[config.mk]
export PLATFORM = sky130hd
export DESIGN_NAME = sba_arbiter
export DESIGN_NICKNAME = d
export VERILOG_FILES = /design/src/core/sba_pkg.sv /design/src/core/sba_arbiter.sv /design/src/core/sba_rr_pick.sv /design/src/core/sba_sync.sv
export VERILOG_INCLUDE_DIRS = /design/src /design/src/core
export SDC_FILE = /design/constraint.sdc
export NUM_CORES = 1
export LEC_CHECK = 0
export BUFFER_PORTS_ARGS = -buffer_cell sky130_fd_sc_hd__buf_2
export CAP_MARGIN = 30
export CORE_UTILIZATION = 50
export DETAILED_ROUTE_END_ITERATION = 10
export GPL_ROUTABILITY_DRIVEN = 0
export HOLD_SLACK_MARGIN = 0.03
export PLACE_DENSITY_LB_ADDON = 0.05
export SETUP_SLACK_MARGIN = 0.05
export SYNTH_ARGS = -nofsm -noshare
export SYNTH_HDL_FRONTEND = slang
export SYNTH_SLANG_ARGS = --single-unit
[constraint.sdc]
create_clock -name core_clk_in -period 8.5 [get_ports core_clk_in]
set_clock_uncertainty 0.05 [all_clocks]
set_input_delay 1.7 -clock core_clk_in [delete_from_list [all_inputs] [get_ports core_clk_in]]
set_output_delay 1.7 -clock core_clk_in [all_outputs]
set_load 0.01 [all_outputs]
[src/core/sba_defines.svh]
`ifndef SBA_DEFINES_SVH
`define SBA_DEFINES_SVH

// register map
`define SBA_ADDR_W          8
`define SBA_ARB_REG_OFS     8'h48

// field positions inside the arbiter register
`define SBA_ENA_LSB         0
`define SBA_EXT_BIT         9
`define SBA_BMTO_EN_BIT     10
`define SBA_BMRF_EN_BIT     11
`define SBA_FAIR_LSB        12
`define SBA_FAIR_W          8
`define SBA_TOGGLE_BIT      20
`define SBA_PRIO_LSB        22

// reset values
`define SBA_ENA_RST         9'h1ff
`define SBA_PRIO_RST        9'h001
`define SBA_FAIR_RST        8'h08

// timing counts in bus clocks
`define SBA_BM_TIMEOUT_CYC  5'h10
`define SBA_TOGGLE_DLY      2'h2
`define SBA_STRAP_SETTLE    3'h4

`endif

[src/core/sba_pkg.sv]
package sba_pkg;

	// arbiter sequencing states
	typedef enum logic [1:0] {
		ST_IDLE = 2'b00,
		ST_WAIT = 2'b01,
		ST_XFER = 2'b10
	} sba_state_t;

endpackage

[src/core/sba_arbiter.sv]
// What this block does
// - read-only arbiter-select bit shows strap level; high means external arbiter, no grants
// - with timeout enabled, count 16 idle cycles while granted master has not started
// - when that timeout expires, remove the grant from the stalled master
// - refresh off: timed-out master ignored for good once it drops its request
// - refresh on: broken state cleared after every other master served once
// - fairness counter reloads from the field on every new grant
// - counter decrements only after the granted master's next frame start
// - fairness field zero keeps grant until owner drops its request
// - toggling on: grant drops one clock, two clocks after frame start
// - internal requester priority bit, one is high, resets to one
// - masters 1 to 8 priority bits, one is high, reset to zero
// - per-requester arbitration enable, cleared excludes it, resets to one
//
// Added by the designer: the strobed register port.
`timescale 1ns/1ps
`include "sba_defines.svh"

module sba_arbiter #(
	parameter int N_EXT = 8
) (
	// clock and reset
	input  wire logic                   core_clk_in,
	input  wire logic                   reset_in,
	// register port
	input  wire logic [`SBA_ADDR_W-1:0] reg_addr_in,
	input  wire logic [31:0]            reg_wdata_in,
	input  wire logic                   reg_wr_in,
	input  wire logic                   reg_rd_in,
	output logic      [31:0]            reg_rdata_out,
	// strap
	input  wire logic                   arbiter_select_strap_in,
	// internal requester of the bridge
	input  wire logic                   int_req_in,
	output logic                        int_gnt_out,
	// secondary bus pins
	input  wire logic [N_EXT-1:0]       req_l_in,
	output logic      [N_EXT-1:0]       gnt_l_out,
	input  wire logic                   frame_l_in,
	input  wire logic                   irdy_l_in
);

	localparam int NREQ = N_EXT + 1;
	localparam int SW   = N_EXT + 3;

	// configuration registers
	logic [NREQ-1:0]            ena_q;
	logic [NREQ-1:0]            prio_q;
	logic [`SBA_FAIR_W-1:0]     fair_q;
	logic                       bmto_en_q;
	logic                       bmrf_en_q;
	logic                       toggle_en_q;
	logic                       ext_arb_q;
	logic                       strap_done_q;
	logic [2:0]                 strap_cnt_q;
	logic [31:0]                rdata_q;

	// arbitration state
	sba_pkg::sba_state_t        state_q;
	sba_pkg::sba_state_t        state_d;
	logic [NREQ-1:0]            owner_q;
	logic [NREQ-1:0]            owner_d;
	logic [NREQ-1:0]            gnt_q;
	logic [NREQ-1:0]            gnt_d;
	logic [NREQ-1:0]            last_q;
	logic [NREQ-1:0]            to_q;
	logic [NREQ-1:0]            to_d;
	logic [NREQ-1:0]            broken_q;
	logic [NREQ-1:0]            broken_d;
	logic [NREQ-1:0]            served_q;
	logic [NREQ-1:0]            served_d;
	logic [`SBA_FAIR_W-1:0]     fcnt_q;
	logic [`SBA_FAIR_W-1:0]     fcnt_d;
	logic [4:0]                 bm_cnt_q;
	logic [4:0]                 bm_cnt_d;
	logic [1:0]                 xcnt_q;
	logic [1:0]                 xcnt_d;
	logic                       frame_l_d1_q;

	// synchronised pins
	logic [SW-1:0]              pins_s;
	logic [N_EXT-1:0]           req_l_s;
	logic                       frame_l_s;
	logic                       irdy_l_s;
	logic                       strap_s;

	// decode and arbitration wires
	wire                        reg_hit;
	wire                        reg_we;
	wire  [NREQ-1:0]            req_vec;
	wire                        arb_on;
	wire  [NREQ-1:0]            eligible;
	wire  [NREQ-1:0]            hi_req;
	wire  [NREQ-1:0]            cand;
	wire  [NREQ-1:0]            pick;
	wire                        bus_idle;
	wire                        frame_fall;
	wire                        owner_req;
	wire                        owner_ok;
	wire                        others_req;
	wire                        grant_new;
	wire                        bm_expire;
	wire                        wait_drop;
	wire                        fair_release;
	wire                        xfer_drop;
	wire                        hole;
	wire                        all_served;
	wire                        refresh;
	logic [31:0]                rd_val;

	// pins from the bus pass the three-stage filter
	sba_sync #(
		.WIDTH   (SW),
		.RST_VAL ({1'b0, 1'b1, 1'b1, {N_EXT{1'b1}}})
	) u_sync (
		.core_clk_in (core_clk_in),
		.reset_in    (reset_in),
		.async_in    ({arbiter_select_strap_in, irdy_l_in, frame_l_in, req_l_in}),
		.sync_out    (pins_s)
	);

	assign req_l_s   = pins_s[N_EXT-1:0];
	assign frame_l_s = pins_s[N_EXT];
	assign irdy_l_s  = pins_s[N_EXT+1];
	assign strap_s   = pins_s[N_EXT+2];

	// register decode
	assign reg_hit = (reg_addr_in == `SBA_ARB_REG_OFS);
	assign reg_we  = reg_wr_in & reg_hit;

	// read image; reserved bits stay zero
	always_comb begin
		rd_val                                     = '0;
		rd_val[`SBA_ENA_LSB +: NREQ]               = ena_q;
		rd_val[`SBA_EXT_BIT]                       = ext_arb_q;
		rd_val[`SBA_BMTO_EN_BIT]                   = bmto_en_q;
		rd_val[`SBA_BMRF_EN_BIT]                   = bmrf_en_q;
		rd_val[`SBA_FAIR_LSB +: `SBA_FAIR_W]       = fair_q;
		rd_val[`SBA_TOGGLE_BIT]                    = toggle_en_q;
		rd_val[`SBA_PRIO_LSB +: NREQ]              = prio_q;
	end

	// writable fields; the arbiter-select bit ignores writes
	always_ff @(posedge core_clk_in or posedge reset_in) begin
		if (reset_in) begin
			ena_q       <= `SBA_ENA_RST;
			prio_q      <= `SBA_PRIO_RST;
			fair_q      <= `SBA_FAIR_RST;
			bmto_en_q   <= 1'b0;
			bmrf_en_q   <= 1'b0;
			toggle_en_q <= 1'b0;
		end else if (reg_we) begin
			ena_q       <= reg_wdata_in[`SBA_ENA_LSB +: NREQ];
			prio_q      <= reg_wdata_in[`SBA_PRIO_LSB +: NREQ];
			fair_q      <= reg_wdata_in[`SBA_FAIR_LSB +: `SBA_FAIR_W];
			bmto_en_q   <= reg_wdata_in[`SBA_BMTO_EN_BIT];
			bmrf_en_q   <= reg_wdata_in[`SBA_BMRF_EN_BIT];
			toggle_en_q <= reg_wdata_in[`SBA_TOGGLE_BIT];
		end
	end

	// read data stands for exactly the cycle after the strobe
	always_ff @(posedge core_clk_in or posedge reset_in) begin
		if (reset_in) begin
			rdata_q <= '0;
		end else begin
			rdata_q <= (reg_rd_in && reg_hit) ? rd_val : '0;
		end
	end

	assign reg_rdata_out = rdata_q;

	// strap is caught once the filter has settled after reset release
	always_ff @(posedge core_clk_in or posedge reset_in) begin
		if (reset_in) begin
			strap_cnt_q  <= '0;
			strap_done_q <= 1'b0;
			ext_arb_q    <= 1'b0;
		end else if (!strap_done_q) begin
			strap_cnt_q <= strap_cnt_q + 3'h1;
			if (strap_cnt_q == `SBA_STRAP_SETTLE) begin
				strap_done_q <= 1'b1;
				ext_arb_q    <= strap_s;
			end
		end
	end

	// request view: bit 0 is the bridge, bits 1..8 the bus masters
	assign req_vec    = {~req_l_s, int_req_in};
	assign arb_on     = strap_done_q & ~ext_arb_q;
	assign eligible   = req_vec & ena_q & ~(to_q | broken_q) & {NREQ{arb_on}};
	assign hi_req     = eligible & prio_q;
	assign cand       = (|hi_req) ? hi_req : eligible;

	// round robin among the chosen priority level
	sba_rr_pick #(
		.N (NREQ)
	) u_pick (
		.req_in   (cand),
		.last_in  (last_q),
		.pick_out (pick)
	);

	// bus and owner conditions
	assign bus_idle   = frame_l_s & irdy_l_s;
	assign frame_fall = frame_l_d1_q & ~frame_l_s;
	assign owner_req  = |(req_vec & owner_q);
	assign owner_ok   = arb_on & |(owner_q & ena_q);
	assign others_req = |(eligible & ~owner_q);

	// events that start or end a grant
	assign grant_new    = (state_q == sba_pkg::ST_IDLE) && bus_idle && (|eligible);
	assign bm_expire    = (state_q == sba_pkg::ST_WAIT) && bmto_en_q && bus_idle
	                      && !frame_fall
	                      && (bm_cnt_q == `SBA_BM_TIMEOUT_CYC - 5'h1);
	assign wait_drop    = (state_q == sba_pkg::ST_WAIT) && !frame_fall
	                      && (!owner_req || !owner_ok);
	assign fair_release = (state_q == sba_pkg::ST_XFER) && (fair_q != '0)
	                      && others_req && (fcnt_q == '0);
	assign xfer_drop    = (state_q == sba_pkg::ST_XFER) && (!owner_req || !owner_ok);
	assign hole         = (state_q == sba_pkg::ST_XFER) && toggle_en_q
	                      && (xcnt_q == `SBA_TOGGLE_DLY - 2'h1);

	// refresh once all others have had their turn
	assign all_served = &(served_q | ~ena_q | to_q | broken_q | owner_q);
	assign refresh    = bmrf_en_q && all_served && (|(to_q | broken_q));

	// grant sequencing
	always_comb begin
		state_d  = state_q;
		owner_d  = owner_q;
		fcnt_d   = fcnt_q;
		bm_cnt_d = bm_cnt_q;
		xcnt_d   = xcnt_q;
		case (state_q)
			sba_pkg::ST_IDLE: begin
				if (grant_new) begin
					state_d  = sba_pkg::ST_WAIT;
					owner_d  = pick;
					fcnt_d   = fair_q;
					bm_cnt_d = '0;
				end
			end
			sba_pkg::ST_WAIT: begin
				if (frame_fall) begin
					state_d = sba_pkg::ST_XFER;
					xcnt_d  = '0;
				end else if (bm_expire || wait_drop) begin
					state_d = sba_pkg::ST_IDLE;
					owner_d = '0;
				end else if (bmto_en_q && bus_idle) begin
					bm_cnt_d = bm_cnt_q + 5'h1;
				end
			end
			sba_pkg::ST_XFER: begin
				if (xcnt_q != '1) begin
					xcnt_d = xcnt_q + 2'h1;
				end
				if (fair_release || xfer_drop) begin
					state_d = sba_pkg::ST_IDLE;
					owner_d = '0;
				end else if (others_req && (fcnt_q != '0)) begin
					fcnt_d = fcnt_q - 8'h01;
				end
			end
			default: begin
				state_d = sba_pkg::ST_IDLE;
				owner_d = '0;
			end
		endcase
	end

	// grant pins follow the owner except for the toggle hole
	assign gnt_d = owner_d & {NREQ{~hole}};

	// marking, aging and refresh of stalled masters; a new timeout or grant beats refresh, aging into broken does not
	always_comb begin
		to_d     = to_q | (owner_q & {NREQ{bm_expire}});
		broken_d = broken_q | (to_q & ~req_vec);
		served_d = served_q | (pick & {NREQ{grant_new}});
		if (refresh) begin
			to_d     = owner_q & {NREQ{bm_expire}};
			broken_d = '0;
			served_d = pick & {NREQ{grant_new}};
		end
	end

	// state registers
	always_ff @(posedge core_clk_in or posedge reset_in) begin
		if (reset_in) begin
			state_q      <= sba_pkg::ST_IDLE;
			owner_q      <= '0;
			gnt_q        <= '0;
			last_q       <= '0;
			fcnt_q       <= `SBA_FAIR_RST;
			bm_cnt_q     <= '0;
			xcnt_q       <= '0;
			to_q         <= '0;
			broken_q     <= '0;
			served_q     <= '0;
			frame_l_d1_q <= 1'b1;
		end else begin
			state_q      <= state_d;
			owner_q      <= owner_d;
			gnt_q        <= gnt_d;
			last_q       <= grant_new ? pick : last_q;
			fcnt_q       <= fcnt_d;
			bm_cnt_q     <= bm_cnt_d;
			xcnt_q       <= xcnt_d;
			to_q         <= to_d;
			broken_q     <= broken_d;
			served_q     <= served_d;
			frame_l_d1_q <= frame_l_s;
		end
	end

	// grant outputs, straight from flops
	assign int_gnt_out = gnt_q[0];
	assign gnt_l_out   = ~gnt_q[NREQ-1:1];
endmodule

[src/core/sba_rr_pick.sv]
`timescale 1ns/1ps

module sba_rr_pick #(
	parameter int N = 9
) (
	// candidates and last winner, one-hot
	input  wire logic [N-1:0] req_in,
	input  wire logic [N-1:0] last_in,
	// chosen requester, one-hot, zero when none
	output logic      [N-1:0] pick_out
);

	// search starts just after the last winner and wraps around
	always_comb begin
		int last_idx;
		int idx;
		logic found;
		last_idx = N - 1;
		idx      = 0;
		found    = 1'b0;
		pick_out = '0;
		for (int k = 0; k < N; k++) begin
			if (last_in[k]) begin
				last_idx = k;
			end
		end
		for (int k = 1; k <= N; k++) begin
			idx = (last_idx + k) % N;
			if (!found && req_in[idx]) begin
				pick_out[idx] = 1'b1;
				found         = 1'b1;
			end
		end
	end

endmodule

[src/core/sba_sync.sv]
`timescale 1ns/1ps

module sba_sync #(
	parameter int          WIDTH = 1,
	parameter logic [WIDTH-1:0] RST_VAL = '0
) (
	// clock and reset
	input  wire logic             core_clk_in,
	input  wire logic             reset_in,
	// asynchronous levels in, filtered levels out
	input  wire logic [WIDTH-1:0] async_in,
	output logic      [WIDTH-1:0] sync_out
);

	logic [WIDTH-1:0] s1_q;
	logic [WIDTH-1:0] s2_q;
	logic [WIDTH-1:0] s3_q;
	logic [WIDTH-1:0] out_q;
	logic [WIDTH-1:0] out_d;

	// a bit changes only once stage two and three agree
	assign out_d    = (~(s2_q ^ s3_q) & s3_q) | ((s2_q ^ s3_q) & out_q);
	assign sync_out = out_q;

	// three-stage chain; first stage feeds only the second
	always_ff @(posedge core_clk_in or posedge reset_in) begin
		if (reset_in) begin
			s1_q  <= RST_VAL;
			s2_q  <= RST_VAL;
			s3_q  <= RST_VAL;
			out_q <= RST_VAL;
		end else begin
			s1_q  <= async_in;
			s2_q  <= s1_q;
			s3_q  <= s2_q;
			out_q <= out_d;
		end
	end

endmodule

==> summary.md <==
| Metric | Value |
|---|---|
| Post-DP HPWL | `roughly 35000 um` |
| Least-Margin Pin Slew | `between 1 and 1.5 ns` |
| Critical path type | `reg -> reg` |
| Worst Hold Depth | `0` |
| GRT Max-Usage Layer | `met2` |
| Met1 usage | `around 45%` |
| Synth Area per Inst | `8.60 um^2` |
| Worst R2R End | `gnt_q[5]` |
| Fin worst setup slack | `between 0.5 and 0.6 ns` |
| Max Transition Viols Final | `0` |
| Commonest non-fill, non-tap cell in the layout | `nand2_1` |
| CTS tree | `yes` |
| CP required | `between 8 and 9 ns` |
| Tmin final | `around 8 ns` |
| N_diodes | `0` |
| GRT overflow | `0` |
| CTS Hold Bufs | `0` |
| Std cell rows | `60` |
| Min-Delay Path Class | `reg -> reg` |
| Setup TNS | `0 ns` |
| Post-synthesis instance total | `between 1500 and 2000` |
| Yosys reg bits | `180` |
| First-pass DRT Iterations | `6` |
| Wire per inst | `~23 um` |
| Vias/cell | `6.56` |
| DRT Wirelength | `~47000 um` |
| Sequential area share after synthesis | `between 30 and 40%` |
| Final Hold Fails | `0` |
| Clock transition at path regs | `roughly 0.09 ns` |
| Layout fillers | `roughly 2500` |
| Core area | `~27000 um^2` |
| Starting density of the core | `51.5%` |
| Mapped cell area | `14000 um^2` |
| # setup viols final | `0` |
| CTS sink count | `180` |
| Post_cts resized | `0` |
| Synth Flop Type | `dfrtp_1` |
| Synth top area share | `a little under a quarter` |
| Global-route wire length before repair | `between 70000 and 80000 um` |
| Period utilisation layout | `93.3%` |
| Number of buffers created by CTS | `17` |
| Die width | `approximately 170 um` |
| Clk_lat worst skew | `about 0.44 ns` |
| Reg2reg path depth | `27` |
| Num ports | `between 90 and 100` |
| Post-synth ARST share | `100%` |
| Share of cells above drive strength 1 | `between 20% and 30%` |
| WHS Endpoint | `u_sync.s2_q[7]` |
| Placement Setup Slack | `0.855 ns` |
| Post-CTS Setup Inserts | `0` |
| Routing usage on met2 | `between 50% and 60%` |
| Max cap viols | `0` |
| # DRC | `0` |
| H-Tree Depth | `4` |
| Reg-to-reg startpoint | `last_q[2]` |
| Headroom to the max-slew limit | `22.8%` |
| GR Util met3 | `~5.3%` |
| ANT nets after route | `0` |
| CP Capture Type | `register` |
| CP Data Arrival Time | `~8 ns` |
| Number of distinct library cells after synthesis | `about 110` |
| Number of DRC markers in iteration 0 | `~1700` |
| Ys Warns | `0` |
| Number of flops mapped to enable cells by yosys | `0` |
| Area Growth Syn to Fin | `11.4%` |
| Critical path startpoint category | `register` |
| Clock Tree Root | `clkbuf_16` |
| Hold path start | `u_sync.s1_q[7]` |
| Initial antenna violation count | `1` |
| Status | `finished clean` |
| Vias | `roughly 14000` |
| Fin nets | `1823` |
| Area leader, netlist | `dfrtp_1` |
| Synth area leaders | `dfrtp_1 23%, dfstp_2 10%, ha_1 5.5%` |
| Port Buf Inserts | `91` |
| Most used cells in the layout excluding fill and tap cells | `150 x nand2_1, 127 x nor2_1, 127 x dfrtp_1, 94 x buf_2, 89 x o21ai_0` |
| Full die area | `about 29000 um^2` |
| Worst reg2reg setup slack | `0.57 ns` |
| Clock Path Buffers | `2` |
| CP Max Fanout | `8` |
| Gr usage total | `32.8%` |
| Unrepaired setup endpoints after global routing | `no` |
| Vias in the first global route | `approximately 13000` |
| DIE HEIGHT | `around 170 um` |
| Largest net degree at the start of global routing | `around 110` |
| F_max | `approximately 0.13 GHz` |
-- sequential cells by signal, summed over array words and instances (netlist names), 2 cells and up, named ones only --
| signal | flops |
|---|---|
| gnt_q | 9 |
| state_q | 2 |
| broken_q | 9 |
| prio_q | 9 |
| fair_q | 8 |
| owner_q | 9 |
| u_sync.s1_q | 11 |
| fcnt_q | 8 |
| u_sync.s3_q | 11 |
| strap_cnt_q | 3 |
| reg_rdata_out | 30 |
| served_q | 9 |
| xcnt_q | 2 |
| ena_q | 9 |
| last_q | 9 |
| bm_cnt_q | 5 |
| u_sync.s2_q | 11 |
| to_q | 9 |
-- worst max-delay path, stage by stage, from the launching register on --
cell,delay [ns]
dfrtp_1,0.45
nor2b_1,0.46
o21a_1,0.39
o21ai_4,0.15
ha_1,0.28
o21ai_0,0.18
nand2_1,0.23
ha_1,0.31
nor2_1,0.19
a21boi_1,0.47
a311oi_1,0.20
or2_1,0.36
ha_1,0.33
inv_1,0.11
nor2_1,0.05
o2111ai_1,0.11
a31oi_1,0.11
a311o_1,0.40
a211oi_4,0.40
mux2_2,0.41
a21boi_2,0.18
o311ai_4,0.43
or4_4,0.22
and2b_1,0.17
a2111oi_0,0.71
a2bb2oi_1,0.21
buf_4,0.17
nand2_1,0.06
-- area by class of cell --
type                    count  area [um^2]  share of cell area (%)
clock buffers              17          425                    2.73
clock inverters            15          220                    1.41
inverters                  66          255                    1.64
multi-input cells        1298         8800                    56.5
flip-flops and latches    180         4570                    29.3
well taps                 372          465                    2.99
repair buffers            143          846                    5.43
-- stage by stage --
step / std cells / cell area [um^2] / hold slack (ns) / utilization, %
3_5_place_dp: 2058 / 14900 / 0.287 / 55.0
6_report: 2091 / 15600 / 0.302 / 57.4
3_3_place_gp: 2054 / 14900 / 0.288 / 54.8
5_1_grt: 2091 / 15600 / 0.297 / 57.4
2_1_floorplan: 1627 / 14000 / 0.281 / -
4_1_cts: 2090 / 15600 / 0.302 / 57.3
-- synthesized netlist by cell type, types with 8 or more instances --
cell type,count
a31oi_1,22
a21o_1,18
nor3_1,67
nand3_1,47
buf_2,17
dfstp_2,53
o21a_1,16
a21oi_1,77
maj3_1,11
o2111ai_1,10
or4_1,10
nor4_1,25
a31o_2,11
o31ai_1,18
a22oi_1,11
clkbuf_1,48
o21ai_1,10
ha_1,61
o211ai_1,13
a22o_1,18
a221o_1,8
xnor2_1,16
o221ai_1,8
nor2_1,127
mux2_2,47
and2_1,15
or2_2,9
mux2i_1,28
nand4_1,35
nand2b_1,26
dfrtp_1,127
and3_1,41
o22ai_1,22
nor2b_1,19
inv_1,58
a211oi_1,16
nand2_1,150
o21ai_0,89
or3_1,24
-- per-layer routing --
layer  vias to the layer above  part of all wire, %
met5                         -                0.021
met4                         2                  4.6
met3                       134                  8.6
met2                       731                   45
met1                      6560                   42
li1                       6296                    -
-- how the worst max path moves through the flow --
stage | from | to | slack, ns | cells after the start
after global routing | last_q[2] | gnt_q[7] | 0.26 | 26
after floorplan | last_q[5] | gnt_q[7] | 0.18 | 37
after CTS | last_q[6] | gnt_q[7] | 0.83 | 27
final | last_q[2] | gnt_q[5] | 0.57 | 27
after detailed placement | last_q[6] | gnt_q[5] | 0.85 | 29
after global placement | last_q[2] | gnt_q[4] | 0.95 | 24
-- kinds of logic after synthesis --
logic type / after synthesis / share of synthesized area, %
simple gates: 653 / 24.7
compound gates: 476 / 24.5
flops: 180 / 32.7
buf+inv: 149 / 4.57
mux: 76 / 5.95
fa+ha+maj: 72 / 6.24
xor+xnor: 19 / 1.32
other cells: 1 / 0.0268
Power is left out: the tool's default activity adds up to more than one toggle a clock period on the data nets, which glitch-free logic cannot reach.
